**config.mk**
```make
export PLATFORM = sky130hd
export DESIGN_NAME = cfm_core
export DESIGN_NICKNAME = d
export VERILOG_FILES = /design/src/cfm_pkg.sv /design/src/cfm_core.sv
export VERILOG_INCLUDE_DIRS = /design/src
export SDC_FILE = /design/constraint.sdc
export NUM_CORES = 1
export LEC_CHECK = 0
export BUFFER_PORTS_ARGS = -buffer_cell sky130_fd_sc_hd__buf_2
export CORE_UTILIZATION = 35
export CTS_CLUSTER_DIAMETER = 40
export CTS_CLUSTER_SIZE = 24
export DETAILED_ROUTE_END_ITERATION = 8
export PLACE_DENSITY = 0.75
export SLEW_MARGIN = 20
export SYNTH_ARGS = -nofsm -noshare
export SYNTH_HDL_FRONTEND = slang
export SYNTH_SLANG_ARGS = --single-unit
export TNS_END_PERCENT = 10
```
**constraint.sdc**
```tcl
create_clock -name sys_clk -period 2.7 [get_ports sys_clk]
set_clock_uncertainty 0.2 [all_clocks]
set_input_delay 0.675 -clock sys_clk [delete_from_list [all_inputs] [get_ports sys_clk]]
set_output_delay 0.675 -clock sys_clk [all_outputs]
set_load 0.01 [all_outputs]
```
**src/cfm_defs.svh**
```systemverilog
// constant definitions for the cpu flag and memory map block
`ifndef CFM_DEFS_SVH
`define CFM_DEFS_SVH
`define CFM_FLAG_W 11
`define CFM_FLG_C 0
`define CFM_FLG_D 1
`define CFM_FLG_Z 2
`define CFM_FLG_S 3
`define CFM_FLG_B 4
`define CFM_FLG_O 5
`define CFM_FLG_I 6
`define CFM_FLG_U 7
`define CFM_FLG_RSV 11'h000
`define CFM_FLG_PL_LO 8
`define CFM_FLG_WMASK 11'h7FD
`define CFM_FLG_RST 11'h000
`define CFM_SB_RST 16'h0000
`define CFM_REG_SB 2'h0
`define CFM_REG_FLG 2'h1
`define CFM_REG_STAT 2'h2
`define CFM_SFR_LO 20'h00000
`define CFM_SFR_HI 20'h002FF
`define CFM_SFR_USED_HI 20'h000FF
`define CFM_FMR_LO 20'h001B3
`define CFM_FMR_HI 20'h001B7
`define CFM_RAM_LO 20'h00400
`define CFM_RAM_HI_DEF 20'h007FF
`define CFM_ROM_LO_DEF 20'h0C000
`define CFM_ROM_HI 20'h0FFFF
`define CFM_VEC_LO 20'h0FFDC
`define CFM_OFS_ADDR 20'h0FFFF
`define CFM_SWI_HW_MAX 6'h1F
`endif

```
**src/cfm_pkg.sv**
```systemverilog
// types for the cpu flag and memory map block
package cfm_pkg;
  typedef struct packed {
    logic [2:0] pl;
    logic u;
    logic i;
    logic o;
    logic b;
    logic s;
    logic z;
    logic d;
    logic c;
  } cfm_flag_t;

  typedef struct packed {
    logic we;
    logic c;
    logic z;
    logic s;
    logic o;
  } cfm_alu_t;

  typedef struct packed {
    logic sfr;
    logic sfr_rsv;
    logic ram;
    logic rom;
    logic vec;
    logic ofs;
    logic wr_block;
  } cfm_dec_t;

  typedef enum logic [1:0] {
    CFM_REGION_NONE,
    CFM_REGION_SFR,
    CFM_REGION_MEM
  } cfm_region_t;
endpackage : cfm_pkg

```
**src/cfm_core.sv**
```systemverilog
// cpu state registers, interrupt gating and address map decode
//
// Design decisions made here: the placing of the registers and strobed register access.
`include "cfm_defs.svh"

module cfm_core (
  input wire logic sys_clk,
  input wire logic rst_n,
  input wire logic [1:0] reg_addr,
  input wire logic [15:0] reg_wdata,
  input wire logic reg_wr,
  input wire logic reg_rd,
  output logic [15:0] reg_rdata,
  input wire cfm_pkg::cfm_alu_t alu_res,
  input wire logic irq_req,
  input wire logic irq_nmi,
  input wire logic [2:0] irq_level,
  input wire logic swi_exec,
  input wire logic [5:0] swi_num,
  input wire logic [19:0] mem_addr,
  input wire logic mem_wr,
  input wire logic [19:0] rom_lo,
  input wire logic [19:0] ram_hi,
  output logic irq_ack,
  output logic bank_sel,
  output logic stack_sel_task,
  output logic [15:0] static_base,
  output cfm_pkg::cfm_flag_t cpu_flag_word,
  output cfm_pkg::cfm_dec_t mem_dec,
  output cfm_pkg::cfm_region_t mem_region
);
  import cfm_pkg::*;

  logic [15:0] static_base_r;
  cfm_flag_t flag_r;
  cfm_flag_t flag_nxt;
  logic take_irq;
  logic irq_ack_r;
  logic bank_sel_r;
  logic stack_sel_r;
  cfm_dec_t dec_r;
  cfm_dec_t dec_nxt;
  cfm_region_t region_r;
  cfm_region_t region_nxt;
  logic [15:0] rdata_r;

  function automatic logic in_range(input logic [19:0] a,
                                    input logic [19:0] lo,
                                    input logic [19:0] hi);
    in_range = (a >= lo) && (a <= hi);
  endfunction : in_range

  // non-maskable requests bypass enable and level
  always_comb begin
    take_irq = irq_req && (irq_nmi ||
      (flag_r.i && (irq_level > flag_r.pl)));
  end

  always_ff @(posedge sys_clk) begin
    if (!rst_n) begin
      static_base_r <= `CFM_SB_RST;
    end else if (reg_wr && reg_addr == `CFM_REG_SB) begin
      static_base_r <= reg_wdata;
    end
  end

  // priority: interrupt entry over software write over alu update
  always_comb begin
    flag_nxt = flag_r;
    if (alu_res.we) begin
      flag_nxt.c = alu_res.c;
      flag_nxt.z = alu_res.z;
      flag_nxt.s = alu_res.s;
      flag_nxt.o = alu_res.o;
    end
    if (reg_wr && reg_addr == `CFM_REG_FLG) begin
      // debug bit is forced low; software is to leave it at zero
      flag_nxt = cfm_flag_t'(reg_wdata[`CFM_FLAG_W-1:0] &
        `CFM_FLG_WMASK);
    end
    if (take_irq) begin
      flag_nxt.i = 1'b0;
      flag_nxt.u = 1'b0;
    end
    if (swi_exec) begin
      flag_nxt.i = 1'b0;
      if (swi_num <= `CFM_SWI_HW_MAX) begin
        flag_nxt.u = 1'b0;
      end
    end
  end

  always_ff @(posedge sys_clk) begin
    if (!rst_n) begin
      flag_r <= cfm_flag_t'(`CFM_FLG_RST);
    end else begin
      flag_r <= flag_nxt;
    end
  end

  always_ff @(posedge sys_clk) begin
    if (!rst_n) begin
      irq_ack_r <= 1'b0;
      bank_sel_r <= 1'b0;
      stack_sel_r <= 1'b0;
    end else begin
      irq_ack_r <= take_irq;
      bank_sel_r <= flag_nxt.b;
      stack_sel_r <= flag_nxt.u;
    end
  end

  // decode of the full 20-bit space; everything else falls to none
  always_comb begin
    dec_nxt = '0;
    region_nxt = CFM_REGION_NONE;
    dec_nxt.sfr = in_range(mem_addr, `CFM_SFR_LO, `CFM_SFR_HI);
    dec_nxt.sfr_rsv = dec_nxt.sfr &&
      !(in_range(mem_addr, `CFM_SFR_LO, `CFM_SFR_USED_HI) ||
      in_range(mem_addr, `CFM_FMR_LO, `CFM_FMR_HI));
    dec_nxt.ram = in_range(mem_addr, `CFM_RAM_LO, ram_hi);
    dec_nxt.rom = in_range(mem_addr, rom_lo, `CFM_ROM_HI);
    dec_nxt.vec = in_range(mem_addr, `CFM_VEC_LO, `CFM_ROM_HI);
    dec_nxt.ofs = (mem_addr == `CFM_OFS_ADDR);
    // program writes never reach rom or the option word
    dec_nxt.wr_block = mem_wr && (dec_nxt.rom || dec_nxt.ofs ||
      dec_nxt.sfr_rsv);
    if (dec_nxt.sfr) begin
      region_nxt = CFM_REGION_SFR;
    end else if (dec_nxt.ram || dec_nxt.rom) begin
      region_nxt = CFM_REGION_MEM;
    end
  end

  always_ff @(posedge sys_clk) begin
    if (!rst_n) begin
      dec_r <= '0;
      region_r <= CFM_REGION_NONE;
    end else begin
      dec_r <= dec_nxt;
      region_r <= region_nxt;
    end
  end

  // reserved bits read as zero; read data valid only the cycle after
  always_ff @(posedge sys_clk) begin
    if (!rst_n) begin
      rdata_r <= '0;
    end else if (reg_rd) begin
      unique case (reg_addr)
        `CFM_REG_SB: rdata_r <= static_base_r;
        `CFM_REG_FLG: rdata_r <= {5'h00, flag_r};
        `CFM_REG_STAT: rdata_r <= {13'h0000, irq_ack_r, stack_sel_r,
          bank_sel_r};
        default: rdata_r <= '0;
      endcase
    end else begin
      rdata_r <= '0;
    end
  end

  assign reg_rdata = rdata_r;
  assign irq_ack = irq_ack_r;
  assign bank_sel = bank_sel_r;
  assign stack_sel_task = stack_sel_r;
  assign static_base = static_base_r;
  assign cpu_flag_word = flag_r;
  assign mem_dec = dec_r;
  assign mem_region = region_r;

  a_ack_clears_ie: assert property (@(posedge sys_clk) disable iff (!rst_n)
    irq_ack_r |-> !flag_r.i)
    else $error("enable flag set after acknowledge");
  a_ack_clears_u: assert property (@(posedge sys_clk) disable iff (!rst_n)
    irq_ack_r |-> !flag_r.u)
    else $error("stack flag set after acknowledge");
  a_mask_blocks: assert property (@(posedge sys_clk) disable iff (!rst_n)
    (irq_req && !irq_nmi && !flag_r.i) |=> !irq_ack_r)
    else $error("masked interrupt acknowledged");
  a_level_gate: assert property (@(posedge sys_clk) disable iff (!rst_n)
    (irq_req && !irq_nmi && irq_level <= flag_r.pl) |=> !irq_ack_r)
    else $error("low priority interrupt acknowledged");
  a_taken_ok: assert property (@(posedge sys_clk) disable iff (!rst_n)
    (irq_req && !irq_nmi && flag_r.i && irq_level > flag_r.pl)
    |=> irq_ack_r)
    else $error("eligible interrupt not acknowledged");
  a_alu_zero: assert property (@(posedge sys_clk) disable iff (!rst_n)
    (alu_res.we && !reg_wr) |=> (flag_r.z == $past(alu_res.z) &&
    flag_r.c == $past(alu_res.c)))
    else $error("zero or carry flag not captured");
  a_alu_sign_ovf: assert property (@(posedge sys_clk) disable iff (!rst_n)
    (alu_res.we && !reg_wr) |=> (flag_r.s == $past(alu_res.s) &&
    flag_r.o == $past(alu_res.o)))
    else $error("sign or overflow flag not captured");
  a_bank_follow: assert property (@(posedge sys_clk) disable iff (!rst_n)
    bank_sel_r == flag_r.b && stack_sel_r == flag_r.u)
    else $error("bank or stack select out of step");
  a_ofs_locked: assert property (@(posedge sys_clk) disable iff (!rst_n)
    (mem_wr && mem_addr == `CFM_OFS_ADDR) |=> dec_r.wr_block)
    else $error("option word write not blocked");
  a_rd_timing: assert property (@(posedge sys_clk) disable iff (!rst_n)
    (reg_rd && reg_addr == `CFM_REG_SB) |=>
    rdata_r == $past(static_base_r))
    else $error("static base read data wrong");

  // the debug bit must never be stored as one
  a_debug_low: assert property (@(posedge sys_clk) disable iff (!rst_n)
    !flag_r.d)
    else $error("debug flag stored as one");
  a_swi_clears_ie: assert property (@(posedge sys_clk) disable iff (!rst_n)
    swi_exec |=> !flag_r.i)
    else $error("enable flag set after software interrupt");
  a_swi_low_u: assert property (@(posedge sys_clk) disable iff (!rst_n)
    (swi_exec && swi_num <= `CFM_SWI_HW_MAX) |=> !flag_r.u)
    else $error("stack flag set after low software vector");
  a_sb_write: assert property (@(posedge sys_clk) disable iff (!rst_n)
    (reg_wr && reg_addr == `CFM_REG_SB) |=>
    static_base_r == $past(reg_wdata))
    else $error("static base write lost");
  a_flag_write: assert property (@(posedge sys_clk) disable iff (!rst_n)
    (reg_wr && reg_addr == `CFM_REG_FLG && !take_irq && !swi_exec) |=>
    flag_r == cfm_flag_t'($past(reg_wdata[`CFM_FLAG_W-1:0]) &
    `CFM_FLG_WMASK))
    else $error("flag word write lost");
  // read data must not linger, software relies on one-cycle data
  a_rd_idle_zero: assert property (@(posedge sys_clk) disable iff (!rst_n)
    !reg_rd |=> rdata_r == '0)
    else $error("read data left standing");
  a_sfr_decode: assert property (@(posedge sys_clk) disable iff (!rst_n)
    (mem_addr <= `CFM_SFR_HI) |=> dec_r.sfr)
    else $error("peripheral address not decoded");
  a_vec_decode: assert property (@(posedge sys_clk) disable iff (!rst_n)
    (mem_addr >= `CFM_VEC_LO && mem_addr <= `CFM_ROM_HI) |=>
    dec_r.vec)
    else $error("vector table address not decoded");
  a_ram_base: assert property (@(posedge sys_clk) disable iff (!rst_n)
    (mem_addr == `CFM_RAM_LO && ram_hi >= `CFM_RAM_LO) |=>
    dec_r.ram)
    else $error("ram base not decoded");
  a_rom_top: assert property (@(posedge sys_clk) disable iff (!rst_n)
    (mem_addr == `CFM_ROM_HI && rom_lo <= `CFM_ROM_HI) |=>
    (dec_r.rom && dec_r.ofs))
    else $error("rom top or option word not decoded");
  a_high_none: assert property (@(posedge sys_clk) disable iff (!rst_n)
    (mem_addr > `CFM_ROM_HI && mem_addr > ram_hi) |=>
    region_r == CFM_REGION_NONE)
    else $error("unmapped address given a region");
endmodule : cfm_core

```
Yosys cells after proc, flatten, opt, wreduce, memory -nomap -nowiden
Index checks and enable logic that the tools add are counted.
Operators by class
  $lt $le $gt $ge: 12
  eq/ne operators: 3
  muxes and demuxes: 10
  bitwise gates (word level): 1
  reductions and logical operators: 23
Operators with widths (count)
  $pmux 16 s3: 1
  $eq 20x16->1 const B: 1
  $ge 20x1->1 const B: 1
  $ge 20x11->1 const B: 1
  $ge 20x16->1 const B: 1
  $ge 20x20->1: 1
  $ge 20x9->1 const B: 1
  $le 20x10->1 const B: 1
  $le 20x16->1 const B: 1
  $le 20x20->1: 1
  $le 20x8->1 const B: 1
  $le 20x9->1 const B: 1
  $logic_and 1x1->1: 12
  $mux 2: 4
  $mux 8: 1
  $le 6x5->1 const B: 1
  $logic_or 1x1->1: 5
  $mux 1: 4
  $gt 3x3->1: 1
  $reduce_or 3->1: 1
  $eq 2x1->1 const B: 1
  $eq 2x2->1 const B: 1
  $logic_not 2->1: 1
  $reduce_and 2->1: 1
  other kinds (4): 4
Word-level totals
  register bits: 52
  input bits: 100
  output and inout port bits: 55
  word-level logic and storage cells: 69

Depth between registers and ports, before layout
Gate-level depths: netlist of run 1.
  depth after elaboration: 7
  depth in mapped cells: 8
  depth with buffers taken out: 8

Least setup slack after synthesis of run 1
No wires, ideal clock.
  path kind: input to register
  from: input port ram_hi[17]
  to: register region_r[1] (netlist: mem_region[1])
  library setup time: 74 ps
  arrival time: 2036 ps
  data required time: 2426 ps
  slack: 390 ps
  stages: 6
  path buffers: 0
  cell sequence: inv_1 ha_1 nand4_1 nor4_1 or3b_2 a31oi_1
Between the ends
  cells in the longest elaborated chain, start to end: 4
RTL lines
  start, declared: line cfm_core.sv:23  | input wire logic [19:0] ram_hi,
  $le 20x20->1: line cfm_core.sv:50  | in_range = (a >= lo) && (a <= hi);
  $logic_and 1x1->1: line cfm_core.sv:50
  $logic_or 1x1->1: line cfm_core.sv:130  | end else if (dec_nxt.ram || dec_nxt.rom) begin
  $mux 2: line cfm_core.sv:130
  end signal, assigned: line cfm_core.sv:141  | region_r <= region_nxt;
  end, declared: line cfm_core.sv:43  | cfm_region_t region_r;
Every way passes these cells.
A chain may end at the register's enable or synchronous reset.

Worst setup path after layout of run 1
  from: input port mem_addr[17]
  to: register dec_r (netlist bit mem_dec[4])
Between the ends
  cells in the longest elaborated chain, start to end: 2
RTL lines
  start, declared: line cfm_core.sv:20  | input wire logic [19:0] mem_addr,
  $ge 20x11->1 / $le 20x20->1 (equally long branches): line cfm_core.sv:50
  $logic_and 1x1->1 *: line cfm_core.sv:50
  end signal, assigned: line cfm_core.sv:140  | dec_r <= dec_nxt;
  end, declared: line cfm_core.sv:41  | cfm_dec_t dec_r;
Every way passes the cells marked *; elsewhere a longest branch is shown, timed or not.

==> reports/summary.txt, run 1 <==
Run status -> completed
Fraction of registers with async set/reset -> 0%
Chip width -> 94.36 µm
Via count -> 3008
EDFF count, synth -> 0
Maximum VDD drop -> 0.0001965 V
Seq pwr share -> 49.8%
FF+latch area -> 1021 µm²
Sw Ratio -> 27.82%
Max Cap Viol -> 0
GP Congestion -> 0.8041
Placeable Area -> 8217 µm²
Number of global-route vias before repair -> 2766
Post-Syn Nets -> 509
Critical R2R Launch -> cpu_flag_word[9]$_SDFFE_PN0P_
Clock slew at the register clock pins of the worst setup and hold paths -> 0.08 ns
Area of the die -> 8903 µm²
First-pass GRT wire length -> 12210 µm
Cts hold-fix bufs -> 0
Clk_lat worst skew -> 0.30 ns
Synth top area share -> 34.20%
#FFs+latches synth -> 51
GRT overflow -> 0
Critical path arrival -> 2.34 ns
Fin crit share -> 85.91%
Initial DRC Count -> 66
Gr usage total -> 17.16%
Unrepaired setup endpoints after global routing -> no
Largest net degree at the start of global routing -> 29
Post-DP HPWL -> 6606 µm
Clock Tree Root -> clkbuf_8
Min Tclk post-route -> 2.320 ns
# Post-CTS Setup Buffers -> 0
PwrDens -> 400.0 nW/µm²
Setup violators final -> 0
Mapped Area -> 2985 µm²
Ant. Diodes -> 0
Internal -> 1.138 mW
Worst min path class -> reg2reg
CP Max Fanout -> 3
Main synth FF type -> dfxtp_1
R2r worst-path depth -> 8
Switch Pwr -> 0.4387 mW
Clk pwr share -> 28.9%
Sequential-to-total area share from yosys stat -> 34.20%
Final #Nets -> 657
Flop-to-flop setup slack -> 0.76 ns
Final hold slack -> 0.2672 ns
Post-DRT Antenna Nets -> 0
DRC -> 0
Final hold vios -> 0
Initial antenna violation count -> 0
Yosys warnings -> 0
Syn_area_per_cell -> 8.157 µm²
Worst Path Class, Setup -> in2reg
Die Span Y -> 94.36 µm
CP Launch Type -> input pin
Initial Util -> 36.33%
Total CTS buffers -> 5
Drt total wl -> 7787 µm
Worst Setup EP -> mem_dec[4]$_SDFF_PN0_
# clock sinks -> 51
H-tree depth -> 2
Final slew viol count -> 0
Setup TNS -> 0 ns
Footprint of the multi-input gates -> 1718 µm²
CTS resizes -> 0
Area growth from synthesis to layout -> 32.06%
Pre-antenna DRT Iters -> 4
Max Freq -> 0.4311 GHz
Lkg Pwr -> 2.153 nW
Port Buffer Count -> 148
Total chip power -> 1.577 mW
Area leader, netlist -> dfxtp_1
Drt wl/cell -> 12.56 µm
Vias/cell -> 4.852
Combinational power share -> 21.3%
WP data required -> 2.72 ns
CP endpoint kind -> register
Worst slack at placement -> 0.07154 ns
CTS tree -> done
# fillers -> 826
R2R Path End -> stack_sel_task$_SDFF_PN0_
Core Rows -> 33
CTS Buffer Depth -> 2
Synthesized instance count -> 366
I/O pin count -> 155
Worst setup margin -> 0.3804 ns
Top post-synthesis cells by area -> dfxtp_1, ha_1, mux2i_1
CP Launch Point -> mem_addr[17]
Layout cells sized above 1 -> 33.20%
Synth unique cells -> 40
==> registers in the layout, summed over array words and instances (netlist names) <==
signal / count
mem_region: 1
bank_sel: 1
reg_rdata: 16
cpu_flag_word: 8
stack_sel_task: 1
static_base: 16
mem_dec: 7
irq_ack: 1
==> worst min-delay path by stage <==
stage / end / slack [ns] / start / cells past startpoint
finish: static_base[11]$_SDFFE_PN0P_ / 0.27 / static_base[11]$_SDFFE_PN0P_ / 2
global placement: static_base[14]$_SDFFE_PN0P_ / 0.25 / static_base[14]$_SDFFE_PN0P_ / 2
global route: static_base[15]$_SDFFE_PN0P_ / 0.30 / static_base[15]$_SDFFE_PN0P_ / 2
CTS: static_base[11]$_SDFFE_PN0P_ / 0.27 / static_base[11]$_SDFFE_PN0P_ / 2
detailed placement: static_base[11]$_SDFFE_PN0P_ / 0.25 / static_base[11]$_SDFFE_PN0P_ / 2
floorplan: static_base[11]$_SDFFE_PN0P_ / 0.29 / static_base[11]$_SDFFE_PN0P_ / 2
==> worst max-delay path, stage by stage <==
cell and delay, ns:
buf_2 0.12, ha_1 0.30, nand4_1 0.16, nor4_1 0.43, or3b_2 0.50, a21oi_1 0.15
==> cell type report <==
| class | instances | share of cell area [%] |
|---|---|---|
| multi-input cells | 254 | 43.57 |
| flip-flops and latches | 51 | 25.90 |
| repair buffers | 156 | 20.31 |
| inverters | 46 | 4.380 |
| well taps | 105 | 3.332 |
| clock buffers | 6 | 2.095 |
| clock inverters | 2 | 0.4126 |
==> metrics by stage <==
step	area [µm²]	instances	utilization (%)
after floorplan	2985	366	-
after global placement	3844	612	46.78
after detailed placement	3844	612	46.78
after CTS	3943	620	47.98
after global routing	3943	620	47.98
final	3943	620	47.98
==> cell usage in the layout, fill, tap and decap left out, types with 2 or more instances in the layout <==
cell	synthesis	layout
nor3_1	4	4
buf_4	4	8
and2_1	5	5
a211oi_1	6	6
nand4_1	8	8
nor2b_1	4	4
nand3b_1	2	2
nor2_1	32	32
dfxtp_1	51	51
nand2_1	51	51
mux2i_1	21	21
ha_1	43	43
a21o_1	4	4
o21ai_0	8	8
inv_1	46	46
a31oi_1	6	6
a211o_1	2	2
buf_2	2	148
nand3_1	5	5
clkbuf_8	0	6
a21oi_1	34	34
nor4_1	2	2
==> cell usage after synthesis, types with 6 or more instances <==
library cell / number
nand4_1: 8
dfxtp_1: 51
nand2_1: 51
inv_1: 46
a21oi_1: 34
clkbuf_1: 8
ha_1: 43
nor2_1: 32
a211oi_1: 6
o21ai_0: 8
mux2i_1: 21
a31oi_1: 6
==> cell families after synthesis <==
kind of cell / Yosys count / share of synthesized area, %
and+or+nand+nor: 125 / 19.91
AOI/OAI and AO/OA: 64 / 12.45
buffers and inverters: 61 / 8.257
DFF: 51 / 34.20
adders and majority gates: 43 / 18.02
muxes: 21 / 7.041
other: 1 / 0.1256
==> metal layers <==
layer / vias to the layer above / routed length [µm] / track usage, %
met5: - / 0 / 0
met4: 0 / 136 / 6.538
met3: 12 / 558 / 2.335
met2: 131 / 3767 / 31.58
met1: 1335 / 3325 / 19.95
li1: 1530 / - / -
==> power by group through the flow <==
stage / clock, mW / combinational (mW) / sequential (mW)
2_1_floorplan: 0 / 0.175 / 0.811
3_3_place_gp: 0 / 0.324 / 0.802
3_5_place_dp: 0 / 0.336 / 0.803
4_1_cts: 0.466 / 0.338 / 0.786
5_1_grt: 0.498 / 0.381 / 0.789
6_report: 0.456 / 0.335 / 0.786
Power figures use the tool's default switching activity.
==> run 2: changes to the inputs <==
--- a/config.mk
+++ b/config.mk
@@ -7,6 +7,7 @@
 export NUM_CORES = 1
 export LEC_CHECK = 0
 export BUFFER_PORTS_ARGS = -buffer_cell sky130_fd_sc_hd__buf_2
+export CORE_MARGIN = 3
 export CORE_UTILIZATION = 35
 export CTS_CLUSTER_DIAMETER = 40
 export CTS_CLUSTER_SIZE = 24
==> reports/summary.txt, run 2 (synthesis gave the netlist of run 1 again) <==
CP peak stage delay -> 0.31 ns (was 0.50 ns)
CP endpoint kind -> register (unchanged)
R2r worst-path depth -> 8 (unchanged)
Post-DP Area -> 3836 µm² (was 3844 µm²)
Run status -> completed (unchanged)
Crit-path cells -> buf_2 > ha_1 > a211o_1 > a31oi_1 > o221ai_1 > a21o_1 > a21oi_2 > a31oi_1 (was buf_2 > ha_1 > nand4_1 > nor4_1 > or3b_2 > a21oi_1)
Layout cells sized above 1 -> 33.07% (was 33.20%)
Lkg Pwr -> 2.162 nW (was 2.153 nW)
WHS Path Cells -> 2 (unchanged)
Footprint of the multi-input gates -> 1718 µm² (unchanged)
Worst path slowest cell -> ha_1 (was or3b_2)
CP Launch Type -> input pin (unchanged)
CTS resizes -> 0 (unchanged)
Worst slack at placement -> 0.07738 ns (was 0.07154 ns)
DRC -> 0 (unchanged)
Post-DRT Antenna Nets -> 0 (unchanged)
CTS tree -> done (unchanged)
Initial DRC Count -> 82 (was 66)
Most common cell after layout, fill and taps aside -> buf_2 (unchanged)
Drt total wl -> 8183 µm (was 7787 µm)
Clock slew at the register clock pins of the worst setup and hold paths -> 0.09 ns (was 0.08 ns)
GP Congestion -> 0.8773 (was 0.8041)
DP Cell Count -> 611 (was 612)
Placeable Area -> 8258 µm² (was 8217 µm²)
Worst min path class -> reg2reg (unchanged)
Drt wl/cell -> 13.22 µm (was 12.56 µm)
CTS Buffer Depth -> 2 (unchanged)
I/O pin count -> 155 (unchanged)
Hold endpoint -> static_base[9]$_SDFFE_PN0P_ (was static_base[11]$_SDFFE_PN0P_)
Final hold vios -> 0 (unchanged)
Setup violators final -> 0 (unchanged)
Largest net degree at the start of global routing -> 28 (was 29)
Initial Util -> 36.15% (was 36.33%)
PwrDens -> 420.7 nW/µm² (was 400.0 nW/µm²)
Number of global-route vias before repair -> 2853 (was 2766)
Final hold slack -> 0.2731 ns (was 0.2672 ns)
Via count -> 3019 (was 3008)
Max Cap Viol -> 0 (unchanged)
Chip width -> 98.36 µm (was 94.36 µm)
Total CTS buffers -> 5 (unchanged)
Max Freq -> 0.4409 GHz (was 0.4311 GHz)
Clock Tree Root -> clkbuf_8 (unchanged)
WP data required -> 2.67 ns (was 2.72 ns)
Post-route cell area -> 3954 µm² (was 3943 µm²)
Fin crit share -> 84.00% (was 85.91%)
Maximum VDD drop -> 0.0002545 V (was 0.0001965 V)
Critical path arrival -> 2.24 ns (was 2.34 ns)
FF+latch area -> 1021 µm² (unchanged)
Final slew viol count -> 0 (unchanged)
Critical R2R Launch -> cpu_flag_word[9]$_SDFFE_PN0P_ (unchanged)
Worst Path Class, Setup -> in2reg (unchanged)
Initial antenna violation count -> 0 (unchanged)
Clk_lat worst skew -> 0.31 ns (was 0.30 ns)
Area growth from synthesis to layout -> 32.44% (was 32.06%)
Fin cells -> 619 (was 620)
Worst hold start -> static_base[9]$_SDFFE_PN0P_ (was static_base[11]$_SDFFE_PN0P_)
First-pass GRT wire length -> 13230 µm (was 12210 µm)
Vias/cell -> 4.877 (was 4.852)
Most frequent cells in the layout -> buf_2, nand2_1, dfxtp_1 (unchanged)
GRT overflow -> 0 (unchanged)
Total chip power -> 1.663 mW (was 1.577 mW)
Cell mode on critical path -> a31oi_1
R2R Path End -> stack_sel_task$_SDFF_PN0_ (unchanged)
Flop-to-flop setup slack -> 0.68 ns (was 0.76 ns)
Min Tclk post-route -> 2.268 ns (was 2.320 ns)
Worst setup margin -> 0.4320 ns (was 0.3804 ns)
Final #Nets -> 656 (was 657)
Pre-antenna DRT Iters -> 4 (unchanged)
# fillers -> 821 (was 826)
Gr usage total -> 16.55% (was 17.16%)
Core Rows -> 33 (unchanged)
Ant. Diodes -> 0 (unchanged)
Die Span Y -> 98.36 µm (was 94.36 µm)
Area of the die -> 9674 µm² (was 8903 µm²)
# clock sinks -> 51 (unchanged)
H-tree depth -> 2 (unchanged)
Post-DP HPWL -> 6927 µm (was 6606 µm)
Unrepaired setup endpoints after global routing -> no (unchanged)
Setup TNS -> 0 ns (unchanged)
CP Max Fanout -> 5 (was 3)
Port Buffer Count -> 148 (unchanged)
# Post-CTS Setup Buffers -> 0 (unchanged)
Cts hold-fix bufs -> 0 (unchanged)
Final core occ -> 47.88% (was 47.98%)
[run 2: final cells by class]
cell class              instances  area share [%]
flip-flops and latches         51           25.82
repair buffers                155           20.06
inverters                      46           4.367
multi-input cells             254           43.45
well taps                     105           3.323
clock buffers                   6           2.089
clock inverters                 2          0.8861
[run 2: power by group]
part	internal [mW]	switching [mW]	leakage (nW)
registers	0.772	0.0135	0.414
clock network	0.300	0.243	0.0612
logic	0.156	0.179	1.69
total	1.23	0.436	2.16
[run 2: critical path, delay by kind of cell]
kind / cells / cell delay [ns]
adders and majority gates: 1 / 0.31
buffers and inverters: 1 / 0.13
AOI/OAI and AO/OA: 6 / 1.12
[run 2: worst max-delay path by stage]
stage | start | endpoint | slack [ns] | cells after the start
floorplan | ram_hi[17] | mem_region[1]$_SDFF_PP0_ | 0.39 | 6
global placement | mem_addr[2] | mem_dec[0]$_SDFF_PN0_ | 0.12 | 8
detailed placement | mem_addr[2] | mem_dec[0]$_SDFF_PN0_ | 0.08 | 8
CTS | mem_addr[2] | mem_dec[0]$_SDFF_PN0_ | 0.40 | 8
global route | mem_addr[15] | mem_region[1]$_SDFF_PP0_ | 0.33 | 6
finish | mem_addr[2] | mem_dec[0]$_SDFF_PN0_ | 0.43 | 8
[run 2: metal layers]
metal	up-vias	global-route usage, %	part of all wire [%]
met5	-	0	0
met4	0	4.307	1.9
met3	13	3.071	8.8
met2	140	29.75	48
met1	1338	20.22	41
li1	1528	-	-
==> run 3: changes to the inputs <==
==> constraint.sdc (replaced) <==
create_clock -name sys_clk -period 2.3 [get_ports sys_clk]
set_clock_uncertainty 0.2 [all_clocks]
set_input_delay 0.575 -clock sys_clk [delete_from_list [all_inputs] [get_ports sys_clk]]
set_output_delay 0.575 -clock sys_clk [all_outputs]
set_load 0.01 [all_outputs]
==> reports/summary.txt, run 3 (synthesis gave the netlist of run 1 again) <==
Run status -> completed (unchanged)
Worst slack at placement -> -0.2196 ns (was 0.07738 ns)
CP Max Fanout -> 3 (was 5)
CTS tree -> done (unchanged)
Number of global-route vias before repair -> 3084 (was 2853)
# clock sinks -> 51 (unchanged)
Chip width -> 98.36 µm (unchanged)
Worst setup margin -> 0.1500 ns (was 0.4320 ns)
Flop-to-flop setup slack -> 0.35 ns (was 0.68 ns)
Drt wl/cell -> 13.10 µm (was 13.22 µm)
Post-DP Area -> 4076 µm² (was 3836 µm²)
Clk_lat worst skew -> 0.31 ns (about the same)
CTS Buffer Depth -> 2 (unchanged)
CP endpoint kind -> register (unchanged)
Core Rows -> 33 (unchanged)
Worst hold start -> swi_exec (was static_base[9]$_SDFFE_PN0P_)
Cts hold-fix bufs -> 0 (unchanged)
Area growth from synthesis to layout -> 40.70% (was 32.44%)
First-pass GRT wire length -> 13890 µm (was 13230 µm)
Unrepaired setup endpoints after global routing -> no (unchanged)
GP Congestion -> 0.9117 (was 0.8773)
Maximum VDD drop -> 0.0002477 V (was 0.0002545 V)
Most frequent cells in the layout -> buf_2, nand2_1, dfxtp_1 (unchanged)
Post-DRT Antenna Nets -> 0 (unchanged)
# Post-CTS Setup Buffers -> 0 (unchanged)
DRC -> 0 (unchanged)
Initial DRC Count -> 77 (was 82)
GR Util met3 -> 2.929% (was 3.071%)
Worst min path class -> in2reg (was reg2reg)
Max Freq -> 0.4651 GHz
Initial Util -> 36.15% (unchanged)
PwrDens -> 477.5 nW/µm² (was 420.7 nW/µm²)
GRT overflow -> 0 (unchanged)
Largest net degree at the start of global routing -> 28 (unchanged)
Min Tclk post-route -> 2.150 ns
Placeable Area -> 8258 µm² (unchanged)
Seq pwr share -> 46.0% (was 47.2%)
Ant. Diodes -> 0 (unchanged)
Critical R2R Launch -> cpu_flag_word[9]$_SDFFE_PN0P_ (unchanged)
Most common cell after layout, fill and taps aside -> buf_2 (unchanged)
Lkg Pwr -> 2.315 nW (was 2.162 nW)
Sw Ratio -> 26.37% (was 26.18%)
Total chip power -> 2.006 mW (was 1.663 mW)
Fin cells -> 651 (was 619)
Post-route cell area -> 4200 µm² (was 3954 µm²)
Clock Tree Root -> clkbuf_8 (unchanged)
Hold endpoint -> cpu_flag_word[6]$_SDFFE_PP0P_ (was static_base[9]$_SDFFE_PN0P_)
Vias/cell -> 4.796 (was 4.877)
Worst Path Class, Setup -> in2reg (unchanged)
Port Buffer Count -> 148 (unchanged)
Area of the die -> 9674 µm² (unchanged)
DP Cell Count -> 643 (was 611)
Clock slew at the register clock pins of the worst setup and hold paths -> 0.09 ns (about the same)
Critical path arrival -> 2.13 ns (was 2.24 ns)
Final slew viol count -> 0 (unchanged)
Die Span Y -> 98.36 µm (unchanged)
Combinational power share -> 21.9% (was 20.1%)
Final hold vios -> 0 (unchanged)
WP data required -> 2.28 ns (was 2.67 ns)
Setup violators final -> 0 (unchanged)
Max Cap Viol -> 0 (unchanged)
Switch Pwr -> 0.5289 mW (was 0.4355 mW)
CTS resizes -> 0 (unchanged)
Post-DP HPWL -> 7239 µm (was 6927 µm)
H-tree depth -> 2 (unchanged)
Internal -> 1.477 mW (was 1.228 mW)
Total CTS buffers -> 5 (unchanged)
Final hold slack -> 0.2395 ns (was 0.2731 ns)
GR Util met1 -> 20.38% (was 20.22%)
Pre-antenna DRT Iters -> 6 (was 4)
R2r worst-path depth -> 8 (unchanged)
Final #Nets -> 688 (was 656)
WHS Path Cells -> 2 (unchanged)
Via count -> 3122 (was 3019)
Initial antenna violation count -> 0 (unchanged)
R2R Path End -> stack_sel_task$_SDFF_PN0_ (unchanged)
Setup TNS -> 0 ns (unchanged)
Gr usage total -> 17.20% (was 16.55%)
M2 GR Usage -> 31.93% (was 29.75%)
CP Launch Type -> input pin (unchanged)
Layout cells sized above 1 -> 37.18% (was 33.07%)
GR peak layer -> met2 (unchanged)
I/O pin count -> 155 (unchanged)
Drt total wl -> 8530 µm (was 8183 µm)
Final core occ -> 50.86% (was 47.88%)
Fin crit share -> 93.48%
Clk pwr share -> 32.1% (was 32.6%)
-- run 3: cell count changes in the layout (fill, tap and decap cells not counted), sizes merged --
| cell | delta |
|---|---|
| buf | +32 |
-- run 3: worst max-delay path, cell delays in order --
cell      delay (ns)
buf_2           0.11
ha_1            0.30
a211o_1         0.29
a31oi_1         0.16
o221ai_1        0.16
a21o_1          0.21
a21oi_2         0.23
a31oi_1         0.11
-- run 3: final cells by class --
class	instances	area (µm²)
Clock inverter	2	35.03
Timing Repair Buffer	187	1033
Fill cell	790	4058
Multi-Input combinational cell	254	1724
Sequential cell	51	1021
Clock buffer	6	82.58
Tap cell	105	131.4
Inverter	46	172.7
-- run 3: power groups by stage --
stage / sequential (mW) / combinational, mW / clock, mW
floorplan: 0.952 / 0.205 / 0
global placement: 0.942 / 0.425 / 0
detailed placement: 0.944 / 0.441 / 0
CTS: 0.923 / 0.443 / 0.654
global route: 0.927 / 0.500 / 0.690
finish: 0.922 / 0.440 / 0.643
-- run 3: worst max path at each step --
stage,from,endpoint
6_report,mem_addr[2],mem_dec[0]$_SDFF_PN0_
4_1_cts,mem_addr[2],mem_dec[0]$_SDFF_PN0_
3_3_place_gp,mem_addr[2],mem_dec[0]$_SDFF_PN0_
3_5_place_dp,mem_addr[2],mem_dec[0]$_SDFF_PN0_
5_1_grt,mem_addr[2],mem_region[1]$_SDFF_PP0_
2_1_floorplan,ram_hi[17],mem_region[1]$_SDFF_PP0_
-- run 3: routing by layer --
| layer | vias up | part of all wire, % | routed length (µm) |
|---|---|---|---|
| met1 | 1404 | 43 | 3635 |
| met5 | - | 0 | 0 |
| li1 | 1587 | - | - |
| met3 | 13 | 7.2 | 610 |
| met4 | 0 | 1.6 | 134 |
| met2 | 118 | 49 | 4149 |
